[src/rbs_pkg.sv]
// package for the reset and brownout sequencer: constants, states, carriers
package rbs_pkg;

  // ----------------------------------------------------------------------
  // timing
  // ----------------------------------------------------------------------
  localparam int unsigned CLK_HZ             = 20_000_000;
  localparam int unsigned CLK_PERIOD_NS      = 50;
  // fixed clock count that reset waits after the oscillator runs
  localparam int unsigned RST_FIXED_CYCLES   = 64;
  // flash start-up time after power-down, in microseconds
  localparam int unsigned FLASH_WAKE_US      = 100;
  localparam int unsigned FLASH_WAKE_CYCLES  =
    (FLASH_WAKE_US * (CLK_HZ / 1_000_000) > 0) ? FLASH_WAKE_US * (CLK_HZ / 1_000_000) : 1;
  // deep-sleep resume counts for the two oscillator choices
  localparam int unsigned RESUME_RC_CYCLES   = 4;
  localparam int unsigned RESUME_MAIN_CYCLES = 4096;
  // hysteresis filter: a threshold input must hold this long to change state
  localparam int unsigned HYST_CYCLES        = 8;
  // processor start address after reset
  localparam logic [31:0] BOOT_ADDR          = 32'h0000_0000;
  localparam int unsigned CNT_W              = 13;

  // reset values of the status outputs
  localparam logic BROWNOUT_FLAG_RST = 1'b0;

  // ----------------------------------------------------------------------
  // types
  // ----------------------------------------------------------------------
  typedef enum logic [2:0] {
    RBS_HOLD,       // a source holds reset
    RBS_WAIT_OSC,   // waiting for the oscillator
    RBS_COUNT,      // fixed clock count
    RBS_FLASH,      // flash controller initialising
    RBS_RUN,        // core running
    RBS_PD,         // power-down
    RBS_WAKE        // waking: flash timer and resume count
  } rbs_state_type;

  // raw reset sources, all active high
  typedef struct packed {
    logic ext_pin;    // external reset pin held low
    logic watchdog;
    logic por;
    logic brownout;   // second brownout stage (filtered)
  } rbs_src_type;

  // level comparator results from the analogue brownout_detector
  typedef struct packed {
    logic below_stage1;  // supply under the interrupt level
    logic below_stage2;  // supply under the reset level
  } rbs_cmp_type;

endpackage

[src/rbs_hyst.sv]
// filter that adds hysteresis to one brownout comparator level
`timescale 1ns/1ps
`default_nettype none
module rbs_hyst
  import rbs_pkg::*;
(
  // clock and reset
  input  wire logic clk,
  input  wire logic rst,
  // comparator in, filtered level out
  input  wire logic raw_in,
  output logic      level_q
);
  logic [3:0] cnt_q, cnt_d;
  logic       level_d;

  // ----------------------------------------------------------------------
  // next state: the level only flips after HYST_CYCLES steady samples,
  // so a supply hovering on the threshold cannot chatter the output
  // ----------------------------------------------------------------------
  always_comb begin
    level_d = level_q;
    cnt_d   = 4'h0;
    if (raw_in != level_q) begin
      if (cnt_q == 4'(HYST_CYCLES - 1)) begin
        level_d = raw_in;
      end else begin
        cnt_d = cnt_q + 4'h1;
      end
    end
  end

  always_ff @(posedge clk) begin
    if (rst) begin
      level_q <= BROWNOUT_FLAG_RST;
      cnt_q   <= 4'h0;
    end else begin
      level_q <= level_d;
      cnt_q   <= cnt_d;
    end
  end
endmodule
`default_nettype wire

[src/rbs_seq.sv]
// reset and brownout sequencer top level
// How it works
// - four sources (pin, watchdog, power-on, brownout stage two) merge into chip reset.
// - any source asserting drives reset_out_pin low and restarts the wake-up timer.
// - reset holds until pin released, oscillator runs, count done, flash ready.
// - reset_out_pin rises on release; after brownout, only once supply recovers.
// - on release, the core fetch address is zero, the boot vector location.
// - downstream registers see reset active until release, so all hold reset values.
// - supply under 2.2 V raises the brownout interrupt request level.
// - the same first-stage level is presented as a readable status bit.
// - supply under 1.85 V forces chip reset, protecting flash.
// - brownout reset holds to about 1 V; power-on reset then holds it.
// - both brownout levels pass through a hysteresis filter.
// - an enabled external interrupt wakes the core from power-down.
// - after power-down, a flash timer counts clocks before flash access.
// - deep-sleep resume waits 4 rc cycles, or 4096 on main oscillator.
`timescale 1ns/1ps
`default_nettype none
module rbs_seq
  import rbs_pkg::*;
(
  // clock (internal_rc_oscillator) and reset
  input  wire logic        clk,
  input  wire logic        rst,
  // reset sources
  input  wire logic        ext_rst_n,
  input  wire logic        wdt_rst,
  input  wire logic        por_rst,
  // brownout_detector comparator levels
  input  wire rbs_cmp_type brownout_cmp,
  // clocking and flash status
  input  wire logic        osc_running,
  input  wire logic        flash_init_done,
  input  wire logic        main_osc_sel,
  // power mode control from the core
  input  wire logic        pd_req,
  input  wire logic        deep_sleep_req,
  input  wire logic        ext_irq,
  input  wire logic        ext_irq_wake_en,
  // outputs
  output logic             reset_out_pin_n,
  output logic             chip_rst,
  output logic             brownout_irq,
  output logic             brownout_status,
  output logic [31:0]      fetch_addr,
  output logic             core_run,
  output logic             flash_access_ok
);
  rbs_state_type state_q, state_d;
  logic [CNT_W-1:0] cnt_q, cnt_d;
  logic             from_brownout_q, from_brownout_d;
  logic             out_n_q, out_n_d;
  logic             flash_ok_q, flash_ok_d;
  logic             ds_q, ds_d;
  logic [1:0]       stage_lvl;   // [1] stage one, [0] stage two, as in the struct
  logic             stage1_lvl;
  logic             stage2_lvl;
  rbs_src_type      src;
  logic             any_src;

  // ----------------------------------------------------------------------
  // brownout filtering: one hysteresis filter per comparator level
  // ----------------------------------------------------------------------
  for (genvar i = 0; i < 2; i++) begin : g_hyst
    rbs_hyst rbs_hyst_inst (
      .clk     (clk),
      .rst     (rst),
      .raw_in  (brownout_cmp[i]),
      .level_q (stage_lvl[i])
    );
  end
  assign stage1_lvl = stage_lvl[1];
  assign stage2_lvl = stage_lvl[0];

  // ----------------------------------------------------------------------
  // source merge; por covers the range where brownout gives out
  // ----------------------------------------------------------------------
  always_comb begin
    src.ext_pin  = ~ext_rst_n;
    src.watchdog = wdt_rst;
    src.por      = por_rst;
    src.brownout = stage2_lvl;
    any_src      = |src;
  end

  // chip reset asserts combinationally from any source, releases on the clock
  assign chip_rst = any_src | (state_q inside {RBS_HOLD, RBS_WAIT_OSC, RBS_COUNT,
                                                RBS_FLASH});
  assign core_run        = (state_q == RBS_RUN) & ~any_src;
  assign reset_out_pin_n = out_n_q;
  assign flash_access_ok = flash_ok_q;
  assign brownout_irq    = stage1_lvl;
  assign brownout_status = stage1_lvl;
  assign fetch_addr      = BOOT_ADDR;

  // ----------------------------------------------------------------------
  // sequencer next state
  // ----------------------------------------------------------------------
  always_comb begin
    state_d    = state_q;
    cnt_d      = cnt_q;
    from_brownout_d = from_brownout_q;
    out_n_d    = out_n_q;
    flash_ok_d = flash_ok_q;
    ds_d       = ds_q;
    if (any_src) begin
      state_d    = RBS_HOLD;
      cnt_d      = '0;
      out_n_d    = 1'b0;
      flash_ok_d = 1'b0;
      if (src.brownout) begin
        from_brownout_d = 1'b1;
      end
    end else begin
      case (state_q)
        RBS_HOLD: begin
          state_d = RBS_WAIT_OSC;      // pin now released
        end
        RBS_WAIT_OSC: begin
          cnt_d = '0;
          if (osc_running) begin
            state_d = RBS_COUNT;
          end
        end
        RBS_COUNT: begin
          cnt_d = cnt_q + 1'b1;
          if (cnt_q == CNT_W'(RST_FIXED_CYCLES - 1)) begin
            state_d = RBS_FLASH;
          end
        end
        RBS_FLASH: begin
          if (flash_init_done) begin
            state_d    = RBS_RUN;
            flash_ok_d = 1'b1;
          end
        end
        RBS_RUN: begin
          // brownout reset keeps the pin low until supply is back up
          if (!from_brownout_q || !stage1_lvl) begin
            out_n_d         = 1'b1;
            from_brownout_d = 1'b0;
          end
          if (pd_req || deep_sleep_req) begin
            state_d    = RBS_PD;
            ds_d       = deep_sleep_req & ~pd_req;
            flash_ok_d = ds_d;         // deep sleep keeps flash powered
          end
        end
        RBS_PD: begin
          cnt_d = '0;
          if (ext_irq && ext_irq_wake_en) begin
            state_d = RBS_WAKE;
          end
        end
        RBS_WAKE: begin
          // counter runs on: resume count by oscillator choice after deep sleep, flash timer after power-down
          cnt_d = cnt_q + 1'b1;
          if (ds_q) begin
            if (cnt_q == (main_osc_sel ? CNT_W'(RESUME_MAIN_CYCLES - 1)
                                       : CNT_W'(RESUME_RC_CYCLES - 1))) begin
              state_d = RBS_RUN;
            end
          end else if (cnt_q == CNT_W'(FLASH_WAKE_CYCLES - 1)) begin
            state_d    = RBS_RUN;
            flash_ok_d = 1'b1;
          end
        end
        default: begin
          state_d = RBS_HOLD;
        end
      endcase
    end
  end

  always_ff @(posedge clk) begin
    if (rst) begin
      state_q    <= RBS_HOLD;
      cnt_q      <= '0;
      from_brownout_q <= 1'b0;
      out_n_q    <= 1'b0;
      flash_ok_q <= 1'b0;
      ds_q       <= 1'b0;
    end else begin
      state_q    <= state_d;
      cnt_q      <= cnt_d;
      from_brownout_q <= from_brownout_d;
      out_n_q    <= out_n_d;
      flash_ok_q <= flash_ok_d;
      ds_q       <= ds_d;
    end
  end

  // ----------------------------------------------------------------------
  // checks
  // ----------------------------------------------------------------------
  src_forces_reset_a: assert property (@(posedge clk) disable iff (rst)
    any_src |-> (chip_rst && !core_run) ##1 (state_q == RBS_HOLD))
    else $error("source active without chip reset");
  src_drops_pin_a: assert property (@(posedge clk) disable iff (rst)
    any_src |=> !reset_out_pin_n) else $error("reset pin not low after source");
  // flash entry must follow exactly 64 count cycles that began after the oscillator wait
  count_before_flash_a: assert property (@(posedge clk) disable iff (rst)
    (state_q == RBS_FLASH && $past(state_q) == RBS_COUNT)
      |-> ($past(state_q, 64) == RBS_COUNT && $past(state_q, 65) == RBS_WAIT_OSC))
    else $error("fixed reset count wrong");
  osc_gate_a: assert property (@(posedge clk) disable iff (rst)
    (state_q == RBS_WAIT_OSC && !osc_running) |=> chip_rst)
    else $error("reset released without oscillator");
  brownout_pin_hold_a: assert property (@(posedge clk) disable iff (rst)
    (from_brownout_q && stage1_lvl) |=> !reset_out_pin_n)
    else $error("pin high while supply still low");
  irq_status_a: assert property (@(posedge clk) disable iff (rst)
    brownout_irq == brownout_status) else $error("status differs from interrupt");
  stage2_reset_a: assert property (@(posedge clk) disable iff (rst)
    $rose(stage2_lvl) |-> chip_rst ##1 (state_q == RBS_HOLD))
    else $error("brownout did not reset");
  hyst_filter_a: assert property (@(posedge clk) disable iff (rst)
    $rose(stage1_lvl) |-> $past(brownout_cmp.below_stage1, 8))
    else $error("stage one changed without steady input");
  wake_en_a: assert property (@(posedge clk) disable iff (rst)
    (state_q == RBS_PD && !(ext_irq && ext_irq_wake_en) && !any_src)
      |=> state_q == RBS_PD) else $error("woke without enabled interrupt");
  // four wake cycles on the rc clock, running on the fifth
  rc_resume_a: assert property (@(posedge clk) disable iff (rst)
    (state_q == RBS_WAKE && $past(state_q) == RBS_PD && ds_q && !main_osc_sel && !any_src)
      ##1 (!any_src && !main_osc_sel) [*3] |=> state_q == RBS_RUN)
    else $error("rc resume count wrong");
  flash_wake_a: assert property (@(posedge clk) disable iff (rst)
    (state_q == RBS_WAKE && !ds_q) |-> !flash_access_ok)
    else $error("flash usable before wake timer");
endmodule
`default_nettype wire

[config.mk]
export PLATFORM = sky130hd
export DESIGN_NAME = rbs_seq
export DESIGN_NICKNAME = d
export VERILOG_FILES = /design/src/rbs_pkg.sv /design/src/rbs_hyst.sv /design/src/rbs_seq.sv
export SDC_FILE = /design/constraint.sdc
export NUM_CORES = 1
export LEC_CHECK = 0
export ABC_AREA = 1
export BUFFER_PORTS_ARGS = -buffer_cell sky130_fd_sc_hd__clkbuf_2
export CORE_MARGIN = 2
export CORE_UTILIZATION = 30
export CTS_CLUSTER_DIAMETER = 30
export DETAILED_ROUTE_END_ITERATION = 16
export PLACE_DENSITY_LB_ADDON = 0.05
export SYNTH_ARGS = -nofsm -noshare
export SYNTH_HDL_FRONTEND = slang
export SYNTH_SLANG_ARGS = --single-unit
[constraint.sdc]
create_clock -name clk -period 1.3 [get_ports clk]
set_input_delay 0.39 -clock clk [delete_from_list [all_inputs] [get_ports clk]]
set_output_delay 0.39 -clock clk [all_outputs]
set_load 0.01 [all_outputs]
==> flow_results.org, run 1 <==
** Outcome
- Result of the run :: finished with violations
- Violations in the final reports :: setup timing

** Critical path
- The most critical setup path has its endpoint at core_run.
- Data on the critical path is required at its endpoint by 0.91 ns.
- Path depth of the worst reg2reg path :: 7
- The worst setup path is of the reg -> out kind.
- In this run the critical register-to-register path is launched from state_q[1].
- STA classifies the critical path endpoint as an output port.
- Master of the slowest instance on the critical path :: sky130_fd_sc_hd__dfxtp_4
- Launch point of the critical path :: state_q[1]
- Top cell by count, worst path :: sky130_fd_sc_hd__nor2_4
- Cell-by-cell listing of the critical path :: nor2_4 > nand2_2 > nor2_4 > buf_6
- On the worst path, the slowest cell contributes a delay of 0.36 ns.
- Element type at the critical path start :: flip-flop
- Setup slack on the worst reg-to-reg path comes out at -0.10 ns.
- Signal arrival time at the worst endpoint :: 1.05 ns
- Worst reg2reg endpoint :: cnt_q[10]
- Along the worst path, the maximum fanout reaches 2.

** Timing
- Based on the critical path, the design can be clocked at up to 692 MHz.
- Across all setup checks in the final design, the least slack found is -0.144 ns.
- In the finished design, the share of the clock period the worst path needs comes to 1.11.
- Sum of negative setup slack :: -0.709 ns
- RSZ-0062 raised after global routing :: yes
- Worst Clk Skew :: 0.00239 ns
- Setup violations, final :: 10
- Total count of max-transition violations in the final report :: 0
- Post-route minimum period :: 1.44 ns
- Final hold violation count :: 0

** Yosys
- Dividing the synthesized area by the synthesized cell count gives 6.80 sq um.
- After synthesis, the share of cell area in mux cells is 0.
- Post-Synthesis Cell Area :: 1860 sq um
- Number of instances in the synthesized netlist :: 273
- After synthesis, the netlist uses 29 different library cells.
- Number of warnings reported in the yosys synthesis log :: 0
- Of the total synthesized cell area, the portion taken by full adders, half adders and majority gates is 0.0270.
- Dominant combinational cell family by area after synthesis :: simple AND/OR/NAND/NOR gates
- The fraction of the mapped netlist area in compound gates was 0.117.
- For this run, the register share of the synthesized area comes to 0.324.
- Of the total synthesized cell area, the portion taken by XOR and XNOR cells is 0.0142.
- Synthesis inferred 30 register bits.
- Synth Area in Simple Gates :: 0.309

** Floorplanning
- Row generation in the floorplan step produced 28 rows.
- Core Box Area :: 5960 sq um
- Number of placed I/O pins :: 52
- From bottom edge to top edge, the die measures 82.6 um.
- Initial cell density of the core :: 0.312
- Area of the die :: 6830 sq um
- Measured along the x axis, the die boundary spans 82.6 um.

** Clocking
- TritonCTS Buffers :: 5
- The clock tree synthesis step divided the H-tree into 2 levels.
- Buffer type at the clock tree root :: sky130_fd_sc_hd__clkbuf_8
- The clock passes through at most 2 buffers.
- Insertion delay of the later-clocked pin in the worst-skew pair :: 0.28 ns
- For this design, the sink count on the clock tree is 30.
- TritonCTS clock tree :: yes
- After clock tree synthesis, the clock-pin slew on the worst setup and hold paths is 0.07 ns.
- Number of buffers added to fix hold violations after cts :: 0

** Final layout
- Leading cell types in the layout, fill and taps excluded :: sky130_fd_sc_hd__buf_4 (48), sky130_fd_sc_hd__nand2_1 (44), sky130_fd_sc_hd__nor2_1 (34)
- Fraction of layout instances using a drive strength above 1 :: 0.425
- Antenna diode count :: 0
- # nets final :: 368
- Utilization after layout :: 0.458
- Area delta synth->final :: 47.0%
- Most common cell after layout, fill and taps aside :: sky130_fd_sc_hd__buf_4

** Global routing
- Entering global routing, the biggest net connects 11 pins.
- The number of antenna violations at the first check in global routing was 0.
- The first global-routing pass estimated 7360 um of wire.
- The via count of the first global-routing pass came to 1567.
- For this run the aggregate overflow at the end of global routing stands at 0.
- For this run, the total global-route usage over all layers was measured as 0.143.

** Drt
- Wire length reported by the detailed router :: 4630 um
- Remaining DRCs :: 0
- For this block, the initial DRC count from the detailed router was 73.
- The count of nets left with antenna violations once routing finished came out at 0.
- Number of iterations in the first detailed-routing pass :: 4
- Via count of the routed design :: 1803
- After detailed routing, the number of vias per cell comes to 4.23.
- Routed wirelength normalized by instance count :: 10.9 um

** Hold path
- Worst min-delay path class :: in -> reg

** Placement
- Buffers placed on the I/O ports in this run total 19.
- Detailed placement finished with a half-perimeter wire length of 3380 um.
- Routability-driven placement finished with a final weighted congestion of 0.800.

** Job
- Number of max-cap violations :: 0

** Power
- The analysis attributes to cell leakage a power of 1.22 nW.
- Power spread over the standard cell area amounts to 828 nW/um^2.
- Maximum vdd drop :: 0.000563 V
==> metal layers <==
metal,global-route usage,routed length [um],up-vias,part of all wire
li1,-,-,957,-
met1,0.195,2250,799,0.49
met2,0.219,2110,43,0.46
met3,0.0402,223,4,0.048
met4,0.0393,42,0,0.0091
met5,0,0,-,0
==> Yosys cell counts (all sizes together) <==
master   n  area [sq um]
ha       4          50.1
a22oi    1          7.51
nor3b    2          15.0
a221oi   1          8.76
nor2    48           185
clkinv   1          3.75
nand3   20           110
o21ai   12          60.1
o21a     1          7.51
a211oi   4          30.0
nand4    1          6.26
a21oi   17          88.8
conb     1          3.75
dfxtp   30           601
buf     35           260
nor3     3          37.5
inv     32           120
nand2   54           213
o211ai   2          15.0
or3      1          6.26
xor2     3          26.3
==> final cells by class <==
type                    instances  area (sq um)
flip-flops and latches         30           628
multi-input cells             206          1200
clock buffers                   6          82.6
clock inverters                 2          60.1
repair buffers                 74           541
inverters                      33           124
fillers                       623          3230
well taps                      75          93.8
==> repair_timing <==
action                     4_1_cts  5_1_grt
setup buffers                    6        4
pin swaps                        7       15
resized for setup               36       49
setup endpoints to repair       17       20
==> kinds of logic after synthesis <==
family,count (synthesis)
compound gates,38
xor+xnor,3
fa+ha+maj,4
buf+inv,68
flops,30
other cells,1
simple gates,129
==> how the worst min path moves through the flow <==
stage,from,endpoint,slack (ns),cells past startpoint
after floorplan,g_hyst[0].rbs_hyst_inst.cnt_q[0],g_hyst[0].rbs_hyst_inst.cnt_q[0],0.42,1
after global placement,g_hyst[1].rbs_hyst_inst.cnt_q[0],g_hyst[1].rbs_hyst_inst.cnt_q[0],0.44,1
after detailed placement,g_hyst[0].rbs_hyst_inst.cnt_q[0],g_hyst[0].rbs_hyst_inst.cnt_q[0],0.44,1
after CTS,rst,from_brownout_q,0.34,2
after global routing,rst,from_brownout_q,0.34,2
final,rst,from_brownout_q,0.35,2
==> worst max-delay path: cells and delay by family (launching register included) <==
kind	cells	cell delay (ns)
DFF	1	0.36
and+or+nand+nor	3	0.31
buffers and inverters	1	0.11
==> registers in the layout, summed over array words and instances, names as in the netlist <==
signal,flops
reset_out_pin_n,1
g_hyst.rbs_hyst_inst.cnt_q,8
from_brownout_q,1
state_q,3
ds_q,1
flash_access_ok,1
g_hyst.rbs_hyst_inst.level_q,2
cnt_q,13
==> metrics by stage <==
step	hold WS, ns	cell area [sq um]	setup slack [ns]	instances	power, mW
after detailed placement	0.440	2240	-0.148	408	1.09
final	0.347	2730	-0.144	426	2.26
after global placement	0.436	2240	-0.156	408	1.09
after floorplan	0.418	1970	0.00165	304	1.11
after global routing	0.344	2730	-0.217	426	2.38
after CTS	0.338	2550	-0.189	422	2.29
==> power breakdown <==
part	internal, mW	switching (mW)
Clock	0.818	0.366
Combinational	0.0521	0.0986
Sequential	0.918	0.00760
Total	1.79	0.472
(Power assumes the default switching activity.)
==> run 2: changes to the inputs <==
Settings changed: BUFFER_PORTS_ARGS -buffer_cell sky130_fd_sc_hd__clkbuf_2 to not set, CORE_UTILIZATION 30 to 35, DONT_BUFFER_PORTS set to 1, SYNTH_HIERARCHICAL set to 1.
==> run 2 against run 1 <==
The run still ends with setup timing left; design area decreased by 7.3%; synthesized area grew 2.4%; utilization increased by 3.1 points; worst setup slack got worse by 0.20 ns; sequential share of layout area increased by 1.0 points; global-route usage grew 0.55 points; clock power shrank 34%; combinational power fell by 4%; register-to-register slack got worse by 0.08 ns; critical path type unchanged; largest power group is now registers; highest routed layer unchanged.
==> flow_results.org, run 2 <==
** Outcome
- The run finished, with violations left.
- Violations in the final reports :: setup timing

** Yosys
- Of the post-synthesis cell area, the part taken by muxes is 0.
- Top FF cell, synth :: sky130_fd_sc_hd__dfxtp_1
- The fraction of the mapped netlist area in compound gates came to 0.0876.
- Number of warnings reported in the yosys synthesis log :: 6
- The synthesized netlist occupies a cell area of 1900 sq um.
- Asr flop ratio synth :: 0
- Of the synthesized area, sequential elements account for 0.316.
- Of the total synthesized cell area, the portion taken by full adders, half adders and majority gates is 0.0461.
- Of the post-synthesis cell area, the dominant cell type holds 0.316.
- Synth Area in Simple Gates :: 0.331
- After synthesis, the largest family of logic cells by area is simple AND/OR/NAND/NOR gates.
- Counting flops with a built-in enable in the synthesized netlist gives 0.
- After technology mapping, the gate count stands at 274.
- Yosys cell types :: 32
- Ranked by instance count, the synthesized netlist is headed by sky130_fd_sc_hd__nand2_1 (56), sky130_fd_sc_hd__nor2_1 (42), sky130_fd_sc_hd__buf_4 (33).
- The biggest area contributor in the post-synthesis netlist is sky130_fd_sc_hd__dfxtp_1.
- Counting flops and latches in the post-synthesis netlist gives 30.
- Leading cell type by number of instances after synthesis :: sky130_fd_sc_hd__nand2_1
- Per-instance average area after synthesis :: 6.93 sq um
- Of the total synthesized cell area, the portion taken by XOR and XNOR cells is 0.0184.
- Most area-consuming cells after synthesis :: sky130_fd_sc_hd__dfxtp_1 (32%), sky130_fd_sc_hd__buf_4 (13%), sky130_fd_sc_hd__nand2_1 (11%), sky130_fd_sc_hd__nor2_1 (8.3%), sky130_fd_sc_hd__inv_1 (6.3%)

** Critical path
- The slowest stage of the critical path belongs to the cell sky130_fd_sc_hd__dfxtp_4.
- In this run the worst path has a maximum fanout of 3.
- The largest single stage delay on the critical path is 0.36 ns.
- The worst setup path is launched from a flip-flop.
- Worst Path Class, Setup :: reg -> out
- In this design, the critical path's most frequently occurring cell is sky130_fd_sc_hd__buf_6.
- Broken down by cell family, the worst path's largest delay share belongs to flip-flops.
- At the worst endpoint, the required time is 0.91 ns.
- The number of buffers and inverters on the critical path is 3.
- Cell-by-cell listing of the critical path :: inv_4 > ha_4 > nand2_4 > buf_6 > nor2_4 > buf_6
- STA classifies the critical path endpoint as an output port.
- Data arrives at the worst endpoint at 1.25 ns.

** Clocking
- CTS saw 30 sinks.
- CTS built an H-tree with a depth of 2.
- The later pin in the worst-skew pair is clocked with a latency of 0.28 ns.
- TritonCTS Buffers :: 5
- Maximum clock insertion buffer count :: 2
- Register clock-pin slew on the reported worst setup and hold paths :: 0.06 ns
- The tree is rooted in a sky130_fd_sc_hd__clkbuf_8.
- TritonCTS built the clock tree.

** Final layout
- Number of non-filler instances in the completed layout :: 392
- After the last flow step, the layout net total stands at 342.
- The repair_antennas step left the layout with diodes totalling 0.
- Of the cells placed in the final design, the portion with a size suffix greater than 1 is 0.332.
- Top flop regs :: cnt_q (13), g_hyst.rbs_hyst_inst/cnt_q (8), state_q (3)
- Leading cell types in the layout, fill and taps excluded :: sky130_fd_sc_hd__nand2_1 (50), sky130_fd_sc_hd__nor2_1 (37), sky130_fd_sc_hd__conb_1 (32), sky130_fd_sc_hd__buf_4 (32), sky130_fd_sc_hd__dfxtp_1 (28)
- Most flop-heavy register :: cnt_q
- Max FFs per register :: 13
- Leaving out fill and tap cells, the most frequent cell in the layout is sky130_fd_sc_hd__nand2_1.
- Measured on the finished design, the core utilization comes to 0.489.
- After routing the design area is 2530 sq um.
- Compared with the post-synthesis result, the final layout area differs by 33.1%.

** Floorplanning
- Die outline width :: 77.7 um
- In this run the standard cell core region covers 5170 sq um.
- Die extent in y :: 77.7 um
- In this run the core area contains 26 standard-cell rows.
- In this run the count of I/O pins placed on the die edge is 52.
- Initial cell density of the core :: 0.367
- Area of the die :: 6030 sq um

** Drt
- Via-to-Cell Ratio :: 4.27
- Via count of the routed design :: 1672
- Starting DRT DRC Count :: 45
- After detailed routing, the number of remaining DRC violations is 0.
- Wire length reported by the detailed router :: 4040 um
- In the final routed layout, each cell accounts on average for 10.3 um.
- Number of iterations in the first detailed-routing pass :: 4
- The detail route stage leaves a number of antenna-violating nets equal to 0.

** Placement
- Summed over all nets, the half-perimeter wirelength after detailed placement is 3160 um.
- Placed Instances :: 375
- Port buffering added 0 buffers.
- Placed inst area :: 2160 sq um
- Routability-driven placement finished with a final weighted congestion of 0.806.

** Global routing
- Overall track demand over capacity in global routing :: 0.148
- Global-route wire length before repair :: 7130 um
- The total overflow left after global routing is 0.
- Entering global routing, the biggest net connects 10 pins.
- The via count of the first global-routing pass came to 1639.
- The number of antenna violations at the first check in global routing came to 0.

** Power
- Pwr/cell area :: 731 nW/um^2
- For this design the static power due to leakage is 1.09 nW.
- Clock share of power :: 0.418
- VDD sags by at most 0.000539 V.
- The share of total power dissipated in combinational logic is 0.079.
- The internal portion of the total power is 1.40 mW.
- In this run the power spent charging and discharging nets is 0.449 mW.
- Switching portion of total power :: 0.243
- The share of total power dissipated in sequential elements is 0.503.

** Timing
- Fin crit share :: 1.26
- Setup violations remaining at the end of the flow were counted as 19.
- Between clock sinks in the finished design, the worst skew comes to 0.00449 ns.
- Post-route minimum period :: 1.64 ns
- RSZ-0062 raised after global routing :: yes
- The total count of hold-check failures in the final report is 0.
- After layout, the worst setup slack is -0.342 ns.
- Total count of max-transition violations in the final report :: 0
- Max Fclk :: 609 MHz

** Hold path
- The tightest min-delay check is of the in -> reg type.

** Job
- Number of max-cap violations :: 0
[run 2: cell types whose count changed after synthesis, sizes merged, moves of 2 or more]
cell	previous run	this run
o21ai	12	10
ha	4	7
nand4	1	4
a21oi	17	11
xnor2	0	2
nand3	20	17
a211oi	4	1
nand3b	0	2
nor3	3	6
nand2	54	58
o211ai	2	0
inv	32	34
buf	35	33
[run 2: worst paths after layout]
| check | startpoint | end | slack (ns) | cells after the start |
|---|---|---|---|---|
| setup / recovery | state_q[0] | core_run | -0.34 | 6 |
| hold / removal | rst | from_brownout_q | 0.18 | 1 |
| setup reg to reg | state_q[1] | state_q[1] | -0.18 | 13 |
| hold reg to reg | g_hyst[0].rbs_hyst_inst/cnt_q[0] | g_hyst[0].rbs_hyst_inst/cnt_q[0] | 0.46 | 1 |
[run 2: power groups by stage]
stage | clock network, mW | logic [mW] | registers, mW
6_report | 0.773 | 0.145 | 0.930
3_3_place_gp | 0 | 0.127 | 0.954
5_1_grt | 0.845 | 0.166 | 0.930
2_1_floorplan | 0 | 0.171 | 0.953
4_1_cts | 0.809 | 0.138 | 0.931
3_5_place_dp | 0 | 0.126 | 0.954
[run 2: metal layers]
metal	wire, um	track usage	up-vias	part of all wire
li1	-	-	890	-
met1	1900	0.181	730	0.47
met2	1830	0.245	47	0.45
met3	238	0.0384	5	0.059
met4	59	0.0643	0	0.015
met5	0	0	-	0
[run 2: kinds of logic (layout without fill, tap and decap cells)]
family / count (synthesis) / after routing
adders and majority gates: 7 / 7
and+or+nand+nor: 138 / 138
AOI/OAI and AO/OA: 27 / 27
buffers and inverters: 67 / 84
xor gates and xnor gates: 4 / 4
DFF: 30 / 30
other: 1 / 32
[run 2: cell type report]
type	count	area [sq um]
tap	70	87.6
fill	540	2640
clock inverter	1	5.00
clock buffer	7	86.3
timing repair buffer	42	353
multi-input combinational	208	1240
inverter	34	153
sequential	30	608
[run 2: repair_timing]
| item | in CTS | in global routing |
|---|---|---|
| gates resized for setup | 34 | 20 |
| setup buffers | 4 | 6 |
| pin swaps | 14 | 12 |
| hold buffers | 0 | 0 |
| setup endpoints to repair | 19 | 20 |
[run 2: per-stage QoR]
step	hold WS (ns)	total power, mW	setup slack, ns	setup TNS (ns)
floorplan	0.430	1.12	-0.0759	-0.216
global placement	0.446	1.08	-0.154	-1.44
detailed placement	0.451	1.08	-0.188	-1.64
CTS	0.163	1.88	-0.360	-2.32
global route	0.165	1.94	-0.396	-4.11
finish	0.178	1.85	-0.342	-2.30
